<file path="src/hw/spi_port_params.svh">
// Register offsets, field positions, reset values and timing counts
`ifndef SPI_PORT_PARAMS_SVH
`define SPI_PORT_PARAMS_SVH
`define OFS_MISC_CTRL 4'h0
`define OFS_PORT_CTRL 4'h4
`define OFS_PORT_STAT 4'h8
`define OFS_SHIFT_DATA 4'hc
`define OFS_PIN_DIR 4'h0
`define BIT_PIN_ROUTE 7
`define BIT_IRQ_EN 7
`define BIT_PORT_EN 6
`define BIT_ORDER_LSB 5
`define BIT_CTRL_SEL 4
`define BIT_IDLE_LVL 3
`define BIT_PHASE 2
`define BIT_DONE 7
`define BIT_WRITE_COLLISION_FLAG 6
`define BIT_DBL 0
`define RST_MISC_CTRL 8'h00
`define RST_PORT_CTRL 8'h00
`define RST_PORT_STAT 8'h00
`define BITS_PER_BYTE 4'h8
`define PKG_32_PIN 1'b1
`endif

</file>
<file path="src/hw/spi_port_pkg.sv">
// Types shared by the serial port files
package spi_port_pkg;
  typedef enum logic [1:0] {
    ST_IDLE = 2'b00,
    ST_LEAD = 2'b01,
    ST_TRAIL = 2'b10
  } ctl_state_type;
endpackage

</file>
<file path="src/hw/sck_divider.sv">
// Half-period tick generator for controller SCK
`timescale 1ns/1ps
`include "spi_port_params.svh"
module sck_divider
  import spi_port_pkg::*;
(
  input wire logic clk,
  input wire logic rst_n,
  input wire logic run,
  input wire logic [1:0] rate_sel,
  input wire logic double_rate,
  output logic tick
);
  typedef struct packed {
    logic [6:0] cnt;
  } div_state_type;
  div_state_type s_q;
  div_state_type s_d;
  logic [6:0] half_m1;

  // Divider table lookup
  function automatic logic [6:0] half_period(input logic [1:0] sel, input logic dbl);
    logic [7:0] full;
    full = 8'h04;
    unique case ({dbl, sel})
      3'b000: full = 8'h04;
      3'b001: full = 8'h10;
      3'b010: full = 8'h40;
      3'b011: full = 8'h80;
      3'b100: full = 8'h02;
      3'b101: full = 8'h08;
      3'b110: full = 8'h20;
      3'b111: full = 8'h40;
    endcase
    half_period = full[7:1] - 7'h01;
  endfunction

  always_comb begin
    half_m1 = half_period(rate_sel, double_rate);
    s_d = s_q;
    tick = 1'b0;
    if (!run) begin
      s_d.cnt = 7'h00;
    end else if (s_q.cnt >= half_m1) begin
      s_d.cnt = 7'h00;
      tick = 1'b1;
    end else begin
      s_d.cnt = s_q.cnt + 7'h01;
    end
  end

  always_ff @(posedge clk or negedge rst_n) begin
    if (!rst_n) begin
      s_q <= '0;
    end else begin
      s_q <= s_d;
    end
  end
endmodule // sck_divider

</file>
<file path="src/hw/spi_port.sv">
// Serial peripheral port with Avalon-MM register slave
`timescale 1ns/1ps
`include "spi_port_params.svh"
// Functional notes
// - Peripheral: select input; MISO drives when low
// - Select high resets peripheral bit count after two-cycle sync
// - Select output in controller: plain output
// - Select-input low drops controller role
// - Role loss sets done flag, may interrupt
// - Route bit picks pin set, package-dependent
// - Interrupt when done, enabled, globally enabled
// - Enable bit gates all serial operation
// - Order bit chooses LSB or MSB first
// - Idle level bit sets SCK idle
// - Phase bit picks sample/setup edge
// - Controller divider from rate and double
// - Done flag set; cleared status-then-data
// - Collision flag on write during transfer
// - Status bits five to one read zero
// - Data write starts; read returns buffer
// - Shift and sample on opposite edges
// - Double bit halves controller SCK period
// - Controller stops after eight bits
// - Receive double buffered, overwritten on completion
module spi_port
  import spi_port_pkg::*;
#(
  parameter logic PKG_IS_32 = `PKG_32_PIN
) (
  input wire logic clk,
  input wire logic rst_n,
  input wire logic [3:0] avs_address,
  input wire logic avs_read,
  input wire logic avs_write,
  input wire logic [31:0] avs_writedata,
  input wire logic [3:0] avs_byteenable,
  output logic [31:0] avs_readdata,
  output logic avs_waitrequest,
  input wire logic global_irq_enable,
  input wire logic vector_taken,
  input wire logic ss_dir_out,
  input wire logic mosi_dir_out,
  input wire logic sck_dir_out,
  input wire logic miso_dir_out,
  input wire logic ss_gpio_out,
  input wire logic [1:0] ss_in,
  input wire logic [1:0] sck_in,
  input wire logic [1:0] mosi_in,
  input wire logic [1:0] miso_in,
  output logic [1:0] ss_out,
  output logic [1:0] ss_oe_n,
  output logic [1:0] sck_out,
  output logic [1:0] sck_oe_n,
  output logic [1:0] mosi_out,
  output logic [1:0] mosi_oe_n,
  output logic [1:0] miso_out,
  output logic [1:0] miso_oe_n,
  output logic xfer_irq
);
  typedef struct packed {
    logic [7:0] misc_ctrl;
    logic [7:0] port_ctrl;
    logic done;
    logic write_collision_flag;
    logic dbl;
    logic stat_armed;
    logic [7:0] shifter;
    logic [7:0] rx_buf;
    logic [3:0] bit_cnt;
    ctl_state_type ctl;
    logic sck_lvl;
    logic out_bit;
    logic [2:0] ss_sync;
    logic [2:0] sck_sync;
    logic [1:0] mosi_sync;
    logic ack;
    logic [31:0] rdata;
  } port_state_type;
  port_state_type s_q;
  port_state_type s_d;

  logic tick;
  logic route_alt;
  logic en;
  logic ctl_mode;
  logic lsb;
  logic sck_idle_level;
  logic sck_sample_phase;
  logic ss_pin;
  logic sck_pin;
  logic mosi_pin;
  logic miso_pin;
  logic sel_lo;
  logic sck_prev;
  logic sck_now;
  logic lead_edge;
  logic trail_edge;
  logic sample_now;
  logic setup_now;
  logic busy;
  logic wr;
  logic rd;
  logic data_access;
  logic [7:0] status_rd;

  // order picks end bit
  // Pick bit to shift out for current order
  function automatic logic first_bit(input logic [7:0] v, input logic lsb_first);
    first_bit = lsb_first ? v[0] : v[7];
  endfunction

  // Shift one sampled bit in
  function automatic logic [7:0] shift_in(input logic [7:0] v, input logic lsb_first, input logic b);
    shift_in = lsb_first ? {b, v[7:1]} : {v[6:0], b};
  endfunction

  sck_divider u_div (
    .clk(clk),
    .rst_n(rst_n),
    .run(s_q.ctl != ST_IDLE),
    .rate_sel(s_q.port_ctrl[1:0]),
    .double_rate(s_q.dbl),
    .tick(tick)
  );

  always_comb begin
    route_alt = PKG_IS_32 ? s_q.misc_ctrl[`BIT_PIN_ROUTE] : ~s_q.misc_ctrl[`BIT_PIN_ROUTE];
    en = s_q.port_ctrl[`BIT_PORT_EN];
    ctl_mode = s_q.port_ctrl[`BIT_CTRL_SEL];
    lsb = s_q.port_ctrl[`BIT_ORDER_LSB];
    sck_idle_level = s_q.port_ctrl[`BIT_IDLE_LVL];
    sck_sample_phase = s_q.port_ctrl[`BIT_PHASE];
    ss_pin = s_q.ss_sync[1];
    sck_pin = s_q.sck_sync[1];
    mosi_pin = s_q.mosi_sync[1];
    // Peer answers on our own SCK, so MISO is taken unsynced
    miso_pin = route_alt ? miso_in[1] : miso_in[0];
    sel_lo = ~ss_pin;
    sck_now = s_q.sck_sync[1] ^ sck_idle_level;
    sck_prev = s_q.sck_sync[2] ^ sck_idle_level;
    lead_edge = sck_now & ~sck_prev;
    trail_edge = ~sck_now & sck_prev;
    sample_now = sck_sample_phase ? trail_edge : lead_edge;
    setup_now = sck_sample_phase ? lead_edge : trail_edge;
    busy = ctl_mode ? (s_q.ctl != ST_IDLE) : (en && sel_lo && s_q.bit_cnt != 4'h0);
    wr = avs_write && !s_q.ack;
    rd = avs_read && !s_q.ack;
    data_access = (wr || rd) && avs_address == `OFS_SHIFT_DATA;
    status_rd = {s_q.done, s_q.write_collision_flag, 5'h00, s_q.dbl};

    s_d = s_q;
    s_d.ack = (avs_read || avs_write) && !s_q.ack;
    s_d.ss_sync = {s_q.ss_sync[1:0] & 2'b11, route_alt ? ss_in[1] : ss_in[0]};
    s_d.ss_sync[1] = s_q.ss_sync[0];
    s_d.ss_sync[2] = 1'b0;
    s_d.sck_sync = {s_q.sck_sync[1:0], route_alt ? sck_in[1] : sck_in[0]};
    s_d.mosi_sync = {s_q.mosi_sync[0], route_alt ? mosi_in[1] : mosi_in[0]};

    // Register writes
    if (wr) begin
      unique case (avs_address)
        `OFS_MISC_CTRL: if (avs_byteenable[0]) s_d.misc_ctrl = avs_writedata[7:0] & 8'h93;
        `OFS_PORT_CTRL: if (avs_byteenable[0]) s_d.port_ctrl = avs_writedata[7:0];
        `OFS_PORT_STAT: if (avs_byteenable[0]) s_d.dbl = avs_writedata[`BIT_DBL];
        `OFS_SHIFT_DATA: if (avs_byteenable[0]) begin
          if (busy) begin
            s_d.write_collision_flag = 1'b1;
          end else begin
            s_d.shifter = avs_writedata[7:0];
            s_d.out_bit = first_bit(avs_writedata[7:0], lsb);
            if (ctl_mode && en) begin
              s_d.ctl = ST_LEAD;
              s_d.bit_cnt = 4'h0;
            end
          end
        end
        default: ;
      endcase
    end

    if (rd && avs_address == `OFS_PORT_STAT) begin
      s_d.stat_armed = s_q.done | s_q.write_collision_flag;
    end else if (data_access && s_q.stat_armed) begin
      s_d.done = 1'b0;
      s_d.write_collision_flag = 1'b0;
      s_d.stat_armed = 1'b0;
    end
    if (vector_taken) begin
      s_d.done = 1'b0;
    end

    if (!en) begin
      s_d.ctl = ST_IDLE;
      s_d.bit_cnt = 4'h0;
      s_d.sck_lvl = sck_idle_level;
    end else if (ctl_mode) begin
      if (!ss_dir_out && sel_lo) begin
        s_d.port_ctrl[`BIT_CTRL_SEL] = 1'b0;
        s_d.ctl = ST_IDLE;
        s_d.bit_cnt = 4'h0;
        s_d.done = 1'b1;
      end else if (tick) begin
        unique case (s_q.ctl)
          ST_LEAD: begin
            s_d.sck_lvl = ~sck_idle_level;
            if (sck_sample_phase) begin
              s_d.out_bit = first_bit(s_q.shifter, lsb);
            end else begin
              s_d.shifter = shift_in(s_q.shifter, lsb, miso_pin);
            end
            s_d.ctl = ST_TRAIL;
          end
          ST_TRAIL: begin
            s_d.sck_lvl = sck_idle_level;
            if (sck_sample_phase) begin
              s_d.shifter = shift_in(s_q.shifter, lsb, miso_pin);
            end
            s_d.bit_cnt = s_q.bit_cnt + 4'h1;
            if (s_q.bit_cnt + 4'h1 == `BITS_PER_BYTE) begin
              s_d.ctl = ST_IDLE;
              s_d.done = 1'b1;
              s_d.bit_cnt = 4'h0;
              s_d.rx_buf = sck_sample_phase ? shift_in(s_q.shifter, lsb, miso_pin) : s_q.shifter;
            end else begin
              s_d.ctl = ST_LEAD;
              if (!sck_sample_phase) begin
                s_d.out_bit = first_bit(s_q.shifter, lsb);
              end
            end
          end
          default: s_d.ctl = ST_IDLE;
        endcase
      end else if (s_q.ctl == ST_IDLE) begin
        s_d.sck_lvl = sck_idle_level;
      end
    end else begin
      s_d.sck_lvl = sck_idle_level;
      if (!sel_lo) begin
        s_d.bit_cnt = 4'h0;
        s_d.out_bit = first_bit(s_q.shifter, lsb);
      end else if (sample_now) begin
        s_d.shifter = shift_in(s_q.shifter, lsb, mosi_pin);
        s_d.bit_cnt = s_q.bit_cnt + 4'h1;
        if (s_q.bit_cnt + 4'h1 == `BITS_PER_BYTE) begin
          s_d.bit_cnt = 4'h0;
          s_d.done = 1'b1;
          s_d.rx_buf = shift_in(s_q.shifter, lsb, mosi_pin);
        end
      end else if (setup_now && sck_sample_phase == 1'b0 || setup_now && s_q.bit_cnt != 4'h0 || setup_now) begin
        s_d.out_bit = first_bit(s_q.shifter, lsb);
      end
    end

    // Read data path
    if (rd) begin
      unique case (avs_address)
        `OFS_MISC_CTRL: s_d.rdata = {24'h000000, s_q.misc_ctrl};
        `OFS_PORT_CTRL: s_d.rdata = {24'h000000, s_q.port_ctrl};
        `OFS_PORT_STAT: s_d.rdata = {24'h000000, status_rd};
        `OFS_SHIFT_DATA: s_d.rdata = {24'h000000, s_q.rx_buf};
        default: s_d.rdata = 32'h00000000;
      endcase
    end
  end

  always_ff @(posedge clk or negedge rst_n) begin
    if (!rst_n) begin
      s_q <= '0;
      s_q.misc_ctrl <= `RST_MISC_CTRL;
      s_q.port_ctrl <= `RST_PORT_CTRL;
      s_q.ss_sync <= 3'h7;
    end else begin
      s_q <= s_d;
      s_q.ss_sync[2] <= 1'b0;
    end
  end

  always_comb begin
    avs_waitrequest = (avs_read || avs_write) && !s_q.ack;
    avs_readdata = s_q.rdata;
    xfer_irq = s_q.done && s_q.port_ctrl[`BIT_IRQ_EN] && global_irq_enable;
    ss_out = '0;
    sck_out = '0;
    mosi_out = '0;
    miso_out = '0;
    ss_oe_n = 2'b11;
    sck_oe_n = 2'b11;
    mosi_oe_n = 2'b11;
    miso_oe_n = 2'b11;
    if (en && ctl_mode) begin
      ss_out[route_alt] = ss_gpio_out;
      ss_oe_n[route_alt] = ~ss_dir_out;
      sck_out[route_alt] = s_q.sck_lvl;
      sck_oe_n[route_alt] = ~sck_dir_out;
      mosi_out[route_alt] = s_q.out_bit;
      mosi_oe_n[route_alt] = ~mosi_dir_out;
    end else if (en) begin
      miso_out[route_alt] = s_q.out_bit;
      miso_oe_n[route_alt] = ~(miso_dir_out && sel_lo);
    end
  end
endmodule // spi_port

</file>
<file path="config.mk">
export PLATFORM = sky130hd
export DESIGN_NAME = spi_port
export DESIGN_NICKNAME = d
export VERILOG_FILES = /design/src/hw/spi_port_pkg.sv /design/src/hw/sck_divider.sv /design/src/hw/spi_port.sv
export VERILOG_INCLUDE_DIRS = /design/src /design/src/hw
export SDC_FILE = /design/constraint.sdc
export NUM_CORES = 1
export LEC_CHECK = 0
export ABC_AREA = 1
export ABC_CLOCK_PERIOD_IN_PS = 2200
export BUFFER_PORTS_ARGS = -buffer_cell sky130_fd_sc_hd__buf_4
export CAP_MARGIN = 20
export CORE_MARGIN = 3
export CORE_UTILIZATION = 40
export DETAILED_ROUTE_END_ITERATION = 10
export SLEW_MARGIN = 30
export SYNTH_ARGS = -nofsm -noshare
export SYNTH_HDL_FRONTEND = slang
export SYNTH_SLANG_ARGS = --single-unit
</file>
<file path="constraint.sdc">
create_clock -name clk -period 2.2 [get_ports clk]
set_input_delay 0.22 -clock clk [delete_from_list [all_inputs] [get_ports clk]]
set_output_delay 0.22 -clock clk [all_outputs]
set_load 0.01 [all_outputs]
</file>
==> results of run 1 <==
path summary, 6_finish.rpt:
kind	to	slack (ns)	cells after the start
max	s_q[63]	-0.05	12
min	s_q[76]	-0.03	1
min reg2reg	mosi_pin	0.35	0
min in group clk	s_d[34]	0.08	3
max in group asynchronous	s_q[69]	1.63	1
max reg2reg	s_q[63]	-0.05	12
critical path: stages (launching register included):
cell	delay [ns]
dfrtp_2	0.45
nor2_2	0.12
nand2_1	0.07
ha_1	0.29
nand2_1	0.06
nor2_2	0.08
nand4_1	0.16
nand3_4	0.17
nand4_1	0.24
buf_6	0.23
nand3_1	0.07
nand3_1	0.09
a21oi_2	0.14
sequential cells by signal, indices dropped and copies added, names as in the netlist:
signal        flops
route_alt         1
avs_readdata      8
ctl_mode          1
s_d               4
en                1
u_div.s_q         7
s_q              39
mosi_pin          1
lsb               1
cell usage in the layout (no fill, tap or decap), types with 6 or more instances in the layout:
cell,count
dfrtp_1,60
nand4_1,15
buf_4,97
nor3_1,6
o21ai_0,50
nor2_2,6
a21oi_1,19
nand3_2,14
a21oi_2,19
inv_1,63
o22ai_1,6
clkbuf_16,9
conb_1,25
nor2_1,76
ha_1,12
buf_6,6
nand2_1,187
inv_2,6
nand3_1,58
stage by stage:
step / setup TNS, ns / worst slack, ns
3_5_place_dp: -1.04 / -0.0923
4_1_cts: 0 / 0.0000728
3_3_place_gp: -0.459 / -0.0545
6_report: -0.174 / -0.0472
2_1_floorplan: 0 / 0.175
5_1_grt: -2.80 / -0.191
layer usage:
metal / vias up / global-route usage (%) / wire (microns) / share of wire (%)
met5: - / 0 / 0 / 0
met3: 32 / 4.93 / 1150 / 7.8
li1: 2404 / - / - / -
met4: 0 / 8.31 / 289 / 2.0
met1: 2302 / 29.7 / 6040 / 41
met2: 207 / 36.7 / 7160 / 49
cell type report:
| class | count | area share, % |
|---|---|---|
| Clock buffer | 12 | 4.18 |
| Clock inverter | 4 | 0.933 |
| Inverter | 71 | 4.51 |
| Multi-Input combinational cell | 539 | 47.2 |
| Tap cell | 140 | 2.97 |
| Timing Repair Buffer | 103 | 13.5 |
| Sequential cell | 63 | 26.8 |
cell families (layout without fill, tap and decap cells):
logic type      Yosys count  after routing  synth area share (%)
fa+ha+maj                14             14                  3.77
compound gates          110            110                  12.7
other cells               2             25                 0.161
buf+inv                 126            190                  13.2
flops                    63             63                  33.9
xor+xnor                  8              8                  1.51
simple gates            382            382                  34.7
power groups by stage:
stage | Combinational (mW) | Sequential (mW) | Clock [mW]
floorplan | 1.83 | 1.58 | 0
CTS | 2.54 | 1.69 | 1.50
global route | 3.12 | 1.73 | 1.54
finish | 2.76 | 1.70 | 1.47
global placement | 2.46 | 1.69 | 0
detailed placement | 2.52 | 1.70 | 0
what timing repair did:
| item | 4_1_cts | 5_1_grt |
|---|---|---|
| endpoints found under the setup margin | 23 | 24 |
| buffers inserted | 2 | 2 |
| gates resized for setup | 3 | 68 |
| endpoints found under the hold margin | 0 | 0 |
| pin swaps | 2 | 29 |
==> run summary, run 1 <==
Vias -> 4,945
Area occupied by multi-input gates -> 2780 sq um
# fillers -> 1,101
Pint -> 3.32 mW
Area grow syn2layout -> 26.9%
Max-cap violations -> 0
Worst setup EP type -> flop
Critical path launch point type -> flop
Drt drc -> 0
Top FF cell, synth -> dfrtp_1
Wirelength, routed -> 14.6 mm
Total GRT Usage -> 22.6%
Number of I/O pins -> 109
Synth area leaders -> dfrtp_1, nand2_1, nand3_1, nor2_1, o21ai_0
Number of global-route vias before repair -> 4,686
Flop pwr share -> 28.7%
Largest net degree at the start of global routing -> 64
Yosys top cell by area -> dfrtp_1
Final hold slack -> -0.0259 ns
Full die area -> 13,000 sq um
Clk_skew -> 0.00653 ns
#FFs+latches synth -> 63
Synth Instances -> 705
Global route total overflow -> 0
Final GP Congestion -> 0.851
Non-Filler Instances -> 932
Hold_buf cts -> 0
Worst vdd ir -> 0.582 mV
Status -> finished with violations
Placed inst area -> 5310 sq um
Syn avg cell area -> 6.60 sq um
Die W -> 114 microns
Combinational share of power -> 46.6%
Initial core utilization -> 42.0%
# port buffers -> 57
Synth top area share -> 32.8%
Final Power -> 5.93 mW
Post-DR vias/cell -> 5.31
Clock Latency Late Sink -> 0.34 ns
Num rows -> 38
F_max -> 445 MHz
Final Hold Fails -> 25
Pwr Density -> 1000 nW/um^2
Failing checks -> negative hold slack, negative setup slack
Final Cell Area -> 5900 sq um
RSZ-0062 raised after global routing -> true
Critical path arrival -> 2.51 ns
Clock sink total -> 63
TritonCTS clock tree -> done
Worst r2r src -> s_q[69]
Die Y -> 114 microns
Count leader, synth -> nand2_1
Cell variety after synth -> 38
Rel. slew slack -> 44.5%
Netlist area before placement -> 4650 sq um
Final setup fails -> 9
CTS Buffer Depth -> 2
Drt pass-1 iters -> 6
Cells after DPL -> 912
Root Buffer -> clkbuf_16
Leak -> 3.01 nW
Critical path class -> reg -> reg
Worst Tran Pin Value -> 0.833 ns
First-pass GRT wire length -> 23.1 mm
CP required -> 2.47 ns
Sw frac -> 44.0%
DR WL/cell -> 15.7 microns
Synth cell count leaders -> nand2_1, nor2_1, nand3_1
Net Sw Power -> 2.61 mW
Slew Limit Fails -> 0
Final nets -> 860
Final ANT Viol Nets -> 0
Final critical-path share of the clock period -> 102%
H-tree depth -> 3
1st-iter DRT viols -> 552
HPWL Detailed -> 10.5 mm
Register area share after synthesis -> 33.9%
# diodes -> 0
Initial antenna violation count -> 0
Core Footprint -> 11,100 sq um
Reg clk slew, reported paths -> 0.06 ns
Share of layout cells above drive strength 1 -> 23.1%
Hold WC Path Type -> in -> async
Post-layout util -> 53.3%
Number of synthesized flops with an enable pin -> 0
Clock power frac -> 24.8%
CTS Buf Count -> 9
CP max FO -> 6
Synthesis Warnings -> 0
CP Launch Point -> s_q[69]
Min Tclk post-route -> 2.25 ns
Worst setup margin -> -0.0472 ns
Synth async-reset ratio -> 100%
Register area -> 1580 sq um
Note: power is estimated with default switching activity, not from simulation.
==> run 2, diff against run 1 <==
--- a/config.mk
+++ b/config.mk
@@ -7,9 +7,10 @@
 export NUM_CORES = 1
 export LEC_CHECK = 0
 export ABC_AREA = 1
-export ABC_CLOCK_PERIOD_IN_PS = 2200
+export ABC_CLOCK_PERIOD_IN_PS = 2000
 export BUFFER_PORTS_ARGS = -buffer_cell sky130_fd_sc_hd__buf_4
 export CAP_MARGIN = 20
+export CORE_ASPECT_RATIO = 1.1
 export CORE_MARGIN = 3
 export CORE_UTILIZATION = 40
 export DETAILED_ROUTE_END_ITERATION = 10
==> constraint.sdc (replaced) <==
create_clock -name clk -period 2 [get_ports clk]
set_input_delay 0.2 -clock clk [delete_from_list [all_inputs] [get_ports clk]]
set_output_delay 0.2 -clock clk [all_outputs]
set_load 0.01 [all_outputs]
==> run 2 against run 1 <==
The run ends with negative setup slack left. Via count decreased by 1.8%. Flip-flop and latch count unchanged. Count of clock-buffer cells in the layout decreased by 1. Core utilization increased by 0.74 points. Hold slack improved by 0.092 ns. Critical endpoint is now s_q[62].
==> run summary, run 2 (synthesis gave the netlist of run 1 again) <==
Status -> finished with violations
Failing checks -> negative setup slack
Wirelength, routed -> 14.1 mm (-3.6%)
Max reg flops -> 39 (unchanged)
Drt pass-1 iters -> 5 (-1)
Critical path launch point type -> flop
Number of I/O pins -> 109 (unchanged)
Final GP Congestion -> 0.902 (+6.0%)
First-pass GRT wire length -> 22.9 mm (-1.1%)
Global route total overflow -> 0 (unchanged)
Biggest register -> s_q
Post-layout util -> 54.0% (+0.74 points)
CP max FO -> 8 (+2)
Worst setup margin -> -0.233 ns (-0.185 ns)
Worst vdd ir -> 0.531 mV (-8.6%)
Routing usage on met2 -> 37.1% (+0.31 points)
Full die area -> 13,000 sq um (about the same)
Rel. slew slack -> 63.6% (+19 points)
Worst setup EP type -> flop
Post-DR vias/cell -> 5.11 (-3.6%)
Min Tclk post-route -> 2.23 ns (-0.0146 ns)
Initial core utilization -> 41.7% (-0.31 points)
HPWL Detailed -> 10.1 mm (-3.7%)
Clk_skew -> 0.00672 ns (+0.000192 ns)
Hold WC Path Type -> in -> reg
Largest net degree at the start of global routing -> 64 (unchanged)
Final setup fails -> 30 (+21)
RSZ-0062 raised after global routing -> true
Num rows -> 40 (+5.3%)
Placed inst area -> 5380 sq um (+1.4%)
Number of global-route vias before repair -> 4,664 (-0.47%)
F_max -> 448 MHz (+0.65%)
GR met1 Demand/Resource -> 28.8% (-0.85 points)
DR WL/cell -> 14.9 microns (-5.4%)
Most used routing layer -> met2
Final Hold Fails -> 0 (-100%)
Root Buffer -> clkbuf_16
Most common cell after layout, fill and taps aside -> nand2_1
Slew Limit Fails -> 0 (unchanged)
Total GRT Usage -> 22.3% (-0.34 points)
# diodes -> 0 (unchanged)
TritonCTS clock tree -> done
Die Y -> 119 microns (+4.6%)
Final ANT Viol Nets -> 0 (unchanged)
CTS Buf Count -> 9 (unchanged)
# port buffers -> 57 (unchanged)
Leak -> 3.08 nW (+2.2%)
Final critical-path share of the clock period -> 112% (+9.5 points)
Max-cap violations -> 0 (unchanged)
1st-iter DRT viols -> 500 (-9.4%)
Clock sink total -> 63 (unchanged)
Worst Tran Pin Value -> 0.540 ns (-0.293 ns)
Clock Latency Late Sink -> 0.33 ns (about the same)
Vias -> 4,858 (-1.8%)
Die W -> 109 microns (-4.4%)
Share of layout cells above drive strength 1 -> 22.9% (-0.19 points)
Initial antenna violation count -> 0 (unchanged)
Area grow syn2layout -> 29.6%
Final Cell Area -> 6030 sq um (+2.1%)
CP required -> 2.25 ns (-0.22 ns)
Drt drc -> 0 (unchanged)
Reg clk slew, reported paths -> 0.06 ns (about the same)
Critical path arrival -> 2.49 ns (-0.02 ns)
Met3 Use GR -> 3.90% (-1.0 points)
H-tree depth -> 3 (unchanged)
Final Power -> 6.98 mW (+18%)
Critical path class -> reg -> reg
Most frequent cells in the layout -> nand2_1, buf_4, nor2_1
# fillers -> 1,108 (+0.64%)
Final nets -> 871 (+1.3%)
Pwr Density -> 1160 nW/um^2 (+15%)
Core Footprint -> 11,200 sq um (+0.75%)
CTS Buffer Depth -> 2 (unchanged)
## run 2: cell types whose count changed in the layout (fill, tap and decap cells not counted), sizes merged
cell	before	now
dlygate4sd3	0	1
nand2	197	198
bufinv	1	4
clkinvlp	1	0
clkinv	4	3
clkbuf	12	11
buf	103	112
## run 2: critical path, cell delays in order, from the launching register on
cell,delay [ns]
dfrtp_1,0.45
nor2_2,0.07
buf_4,0.13
ha_1,0.29
nand2_1,0.06
o21ai_1,0.15
nand2_1,0.12
nand3_2,0.14
nand4_1,0.22
buf_6,0.23
nand3_2,0.08
nand3_1,0.08
a21oi_1,0.14
## run 2: cell type report
type	count	area, sq um	share of cell area [%]
Clock buffer	11	243	4.03
Clock inverter	5	129	2.14
Tap cell	147	184	3.05
Inverter	71	269	4.46
Timing Repair Buffer	113	887	14.7
Multi-Input combinational cell	540	2740	45.4
Sequential cell	63	1580	26.2
## run 2: final timing paths
check                                start      endpoint  slack, ns  cells past startpoint
min in group asynchronous            rst_n  u_div.s_q[1]       0.41                      3
worst min-delay path            mosi_in[0]       s_d[34]       0.07                      3
worst max-delay path               s_q[70]       s_q[62]      -0.23                     12
worst min register to register     s_d[34]      mosi_pin       0.35                      0
worst max register to register     s_q[70]       s_q[62]      -0.23                     12
max in group asynchronous            rst_n       s_q[39]       1.27                      3
## run 2: report_power, final
| group | internal (mW) | switching [mW] | leakage, nW | total [mW] |
|---|---|---|---|---|
| registers | 1.57 | 0.278 | 0.781 | 1.84 |
| clock network | 1.38 | 0.584 | 0.180 | 1.96 |
| logic | 1.20 | 1.98 | 2.12 | 3.18 |
## run 2: routing by layer
metal | wire length [microns] | part of all wire [%]
met5 | 0 | 0
met4 | 298 | 2.1
met3 | 831 | 5.9
met2 | 6920 | 49
met1 | 6070 | 43
## run 2: what timing repair did
action                                  CTS  global route
gates resized for setup                  28            29
endpoints found under the setup margin   25            41
endpoints found under the hold margin    61             0
pin swaps                                14            11
setup buffers                             4             4
gates cloned                              1             0
hold buffers                              1             0
## run 2: per-stage QoR
stage	setup WS [ns]	TNS, ns	std cells	hold WS [ns]
floorplan	-0.000826	-0.00495	728	-0.0956
global placement	-0.139	-2.16	924	0.227
detailed placement	-0.280	-3.44	924	0.228
CTS	-0.120	-1.72	946	0.0702
global route	-0.385	-9.70	950	0.0931
finish	-0.233	-4.59	950	0.0665
==> run 3, diff against run 2 <==
--- a/config.mk
+++ b/config.mk
@@ -17,4 +17,5 @@
 export SLEW_MARGIN = 30
 export SYNTH_ARGS = -nofsm -noshare
 export SYNTH_HDL_FRONTEND = slang
+export SYNTH_HIERARCHICAL = 1
 export SYNTH_SLANG_ARGS = --single-unit
==> run 3 against run 2 <==
The flow still finishes with violations (negative setup slack). Count of clock-buffer cells in the layout fell by 2. Core utilization rose by 0.68 points. Die area rose by 3.6%. Final cell count rose by 4.1%. Routed wire length rose by 0.50%. Flip-flop and latch count did not move. Highest routed layer unchanged.
==> run summary, run 3 <==
Worst setup margin -> -0.691 ns (-0.458 ns)
Die W -> 111 microns (+1.8%)
Cell family with most CP delay -> adder cells
Num rows -> 41 (+2.5%)
Slew Limit Fails -> 0 (unchanged)
Share of layout cells above drive strength 1 -> 26.6% (+3.7 points)
Synth async-reset ratio -> 100% (unchanged)
Leak -> 3.42 nW (+11%)
Top FF cell, synth -> dfrtp_1
Synth area leaders -> dfrtp_1, nand2_1, inv_1, o21ai_0, buf_4
Full die area -> 13,400 sq um (+3.6%)
Yosys top cell by area -> dfrtp_1
Max-cap violations -> 0 (unchanged)
Register area share after synthesis -> 32.7% (-1.2 points)
First-pass GRT wire length -> 23.6 mm (+3.3%)
F_max -> 372 MHz (-17%)
Failing checks -> negative setup slack
# port buffers -> 57 (unchanged)
Total GRT Usage -> 21.7% (-0.55 points)
Final setup fails -> 32 (+6.7%)
Synth Instances -> 735 (+4.3%)
R2r setup slk -> -0.69 ns (-0.46 ns)
Vias -> 5,019 (+3.3%)
Clock Latency Late Sink -> 0.34 ns (about the same)
Dpl ws -> -0.707 ns (-0.426 ns)
CP max FO -> 5 (-3)
Max reg flops -> 39 (unchanged)
Die Y -> 121 microns (+1.8%)
Final GP Congestion -> 0.913 (+1.3%)
Pwr Density -> 904 nW/um^2 (-22%)
Critical path arrival -> 2.92 ns (+0.43 ns)
Wirelength, routed -> 14.2 mm (+0.50%)
#FFs+latches synth -> 63 (unchanged)
Hold endpoint -> s_q[68]
TritonCTS clock tree -> done
Global route total overflow -> 0 (unchanged)
Synth cell count leaders -> nand2_1, inv_1, dfrtp_1
Critical path class -> reg -> reg
Largest net degree at the start of global routing -> 43 (-33%)
Clk_skew -> 0.00531 ns (-0.00141 ns)
Cells along the critical path -> inv_2 -> nand2_2 -> inv_2 -> nand2_2 -> ha_4 -> inv_4 -> a21oi_2 -> xor2_1 -> ha_1 -> nand2_1 -> nand2_1 -> a21oi_2 -> nand3_2 -> nand2_2 -> clkinv_4 -> inv_1 -> a21oi_1 -> a22oi_1 -> mux2_2
Initial antenna violation count -> 0 (unchanged)
Netlist area before placement -> 4830 sq um (+3.8%)
Most frequent cells in the layout -> nand2_1, buf_4, inv_1
Synth top area share -> 31.6% (-1.2 points)
Slowest CP cell -> dfrtp_2
Number of I/O pins -> 109 (unchanged)
HPWL Detailed -> 10.4 mm (+3.2%)
Syn avg cell area -> 6.57 sq um (-0.44%)
Largest stage delay on the critical path -> 0.41 ns (-0.04 ns)
Most common cell after layout, fill and taps aside -> nand2_1
Rel. slew slack -> 60.8% (-2.8 points)
Final hold slack -> 0.0274 ns (-0.0391 ns)
Hold WC Path Type -> in -> reg
1st-iter DRT viols -> 363 (-27%)
Cell variety after synth -> 43 (+13%)
Worst r2r src -> s_q[69]
Area grow syn2layout -> 31.9%
Synthesis Warnings -> 6 (+6)
Status -> finished with violations
Count leader, synth -> nand2_1
Number of global-route vias before repair -> 4,826 (+3.5%)
CP most frequent cell -> nand2_2
R2R depth -> 19 (+7)
Worst Tran Pin Value -> 0.588 ns (+0.0476 ns)
Final nets -> 909 (+4.4%)
Area occupied by multi-input gates -> 2880 sq um (+5.2%)
Bufs and invs on worst path -> 5 (+3)
Min Tclk post-route -> 2.69 ns (+0.458 ns)
Drt pass-1 iters -> 5 (unchanged)
RSZ-0062 raised after global routing -> true
Root Buffer -> clkbuf_16
Register area -> 1580 sq um (about the same)
Worst setup EP type -> flop
Biggest register -> s_q
Initial core utilization -> 41.5% (-0.22 points)
Number of synthesized flops with an enable pin -> 0 (unchanged)
Final Power -> 5.76 mW (-18%)
H-tree depth -> 3 (unchanged)
Post-DR vias/cell -> 5.07 (-0.76%)
Final critical-path share of the clock period -> 135% (+23 points)
DR WL/cell -> 14.3 microns (-3.5%)
Worst vdd ir -> 0.448 mV (-16%)
Worst r2r dst -> s_q[42]
Final ANT Viol Nets -> 0 (unchanged)
Core Footprint -> 11,600 sq um (+4.3%)
# fillers -> 1,133 (+2.3%)
Final Hold Fails -> 0 (unchanged)
Clock sink total -> 63 (unchanged)
Critical path launch point type -> flop
# diodes -> 0 (unchanged)
Drt drc -> 0 (unchanged)
CTS Buf Count -> 9 (unchanged)
CTS Buffer Depth -> 2 (unchanged)
Reg clk slew, reported paths -> 0.06 ns (about the same)
Worst Min Path Start -> vector_taken
Hold path depth -> 2 (-1)
CP required -> 2.22 ns (-0.03 ns)
run 3: cell types whose count changed after synthesis, sizes merged, moves of 3 or more:
cell | before | now
xnor2 | 5 | 2
o22ai | 6 | 2
nand3 | 73 | 51
nor2 | 84 | 59
o21ai | 55 | 59
nand2 | 197 | 245
a21oi | 38 | 34
nor3 | 6 | 17
mux2 | 0 | 3
inv | 69 | 94
run 3: worst max path at each step:
stage,cells after the start,endpoint,startpoint
after global placement,24,s_q[50],s_q[69]
after floorplan,24,s_q[50],s_q[70]
after global routing,23,s_q[49],s_q[69]
final,19,s_q[42],s_q[69]
after CTS,24,s_q[53],s_q[69]
after detailed placement,23,s_q[55],s_q[69]
run 3: metrics by stage:
step	util (%)	cell area, sq um	TNS, ns	instances
floorplan	-	5000	-13.00	758
finish	54.7	6370	-16.35	989
global placement	48.6	5660	-12.81	959
global route	54.7	6370	-22.06	989
CTS	53.1	6180	-14.44	985
detailed placement	48.6	5660	-15.19	959
run 3: cell type report:
cell class,count,share of cell area [%]
well taps,150,2.95
clock buffers,9,3.54
repair inverters,1,0.177
repair buffers,122,15.7
inverters,95,6.23
clock inverters,6,1.36
flip-flops and latches,63,24.8
multi-input cells,543,45.2
run 3: where the power goes:
part / switching [mW] / total (mW) / internal (mW)
logic: 1.48 / 2.37 / 0.895
registers: 0.207 / 1.69 / 1.49
clock network: 0.611 / 1.69 / 1.08
run 3: kinds of logic (layout without fill, tap and decap cells):
family,count (synthesis),in the layout,share of synthesized area [%]
simple gates,387,387,34.4
buf+inv,152,233,14.8
compound gates,108,108,12.2
flops,63,63,32.7
fa+ha+maj,15,15,3.89
xor+xnor,6,6,1.24
mux,3,3,0.700
other cells,1,24,0.0777
run 3: what timing repair did:
item,4_1_cts,5_1_grt
hold endpoints to repair,38,0
hold buffers,1,0
buffers inserted,12,8
gates cloned,0,1
pin swaps,25,23
gates resized for setup,30,43
endpoints found under the setup margin,32,38
run 3: metal layers:
metal	part of all wire (%)	global-route usage (%)
met4	2.1	8.01
met5	0	0
met3	6.4	4.79
met2	47	35.8
met1	44	28.1
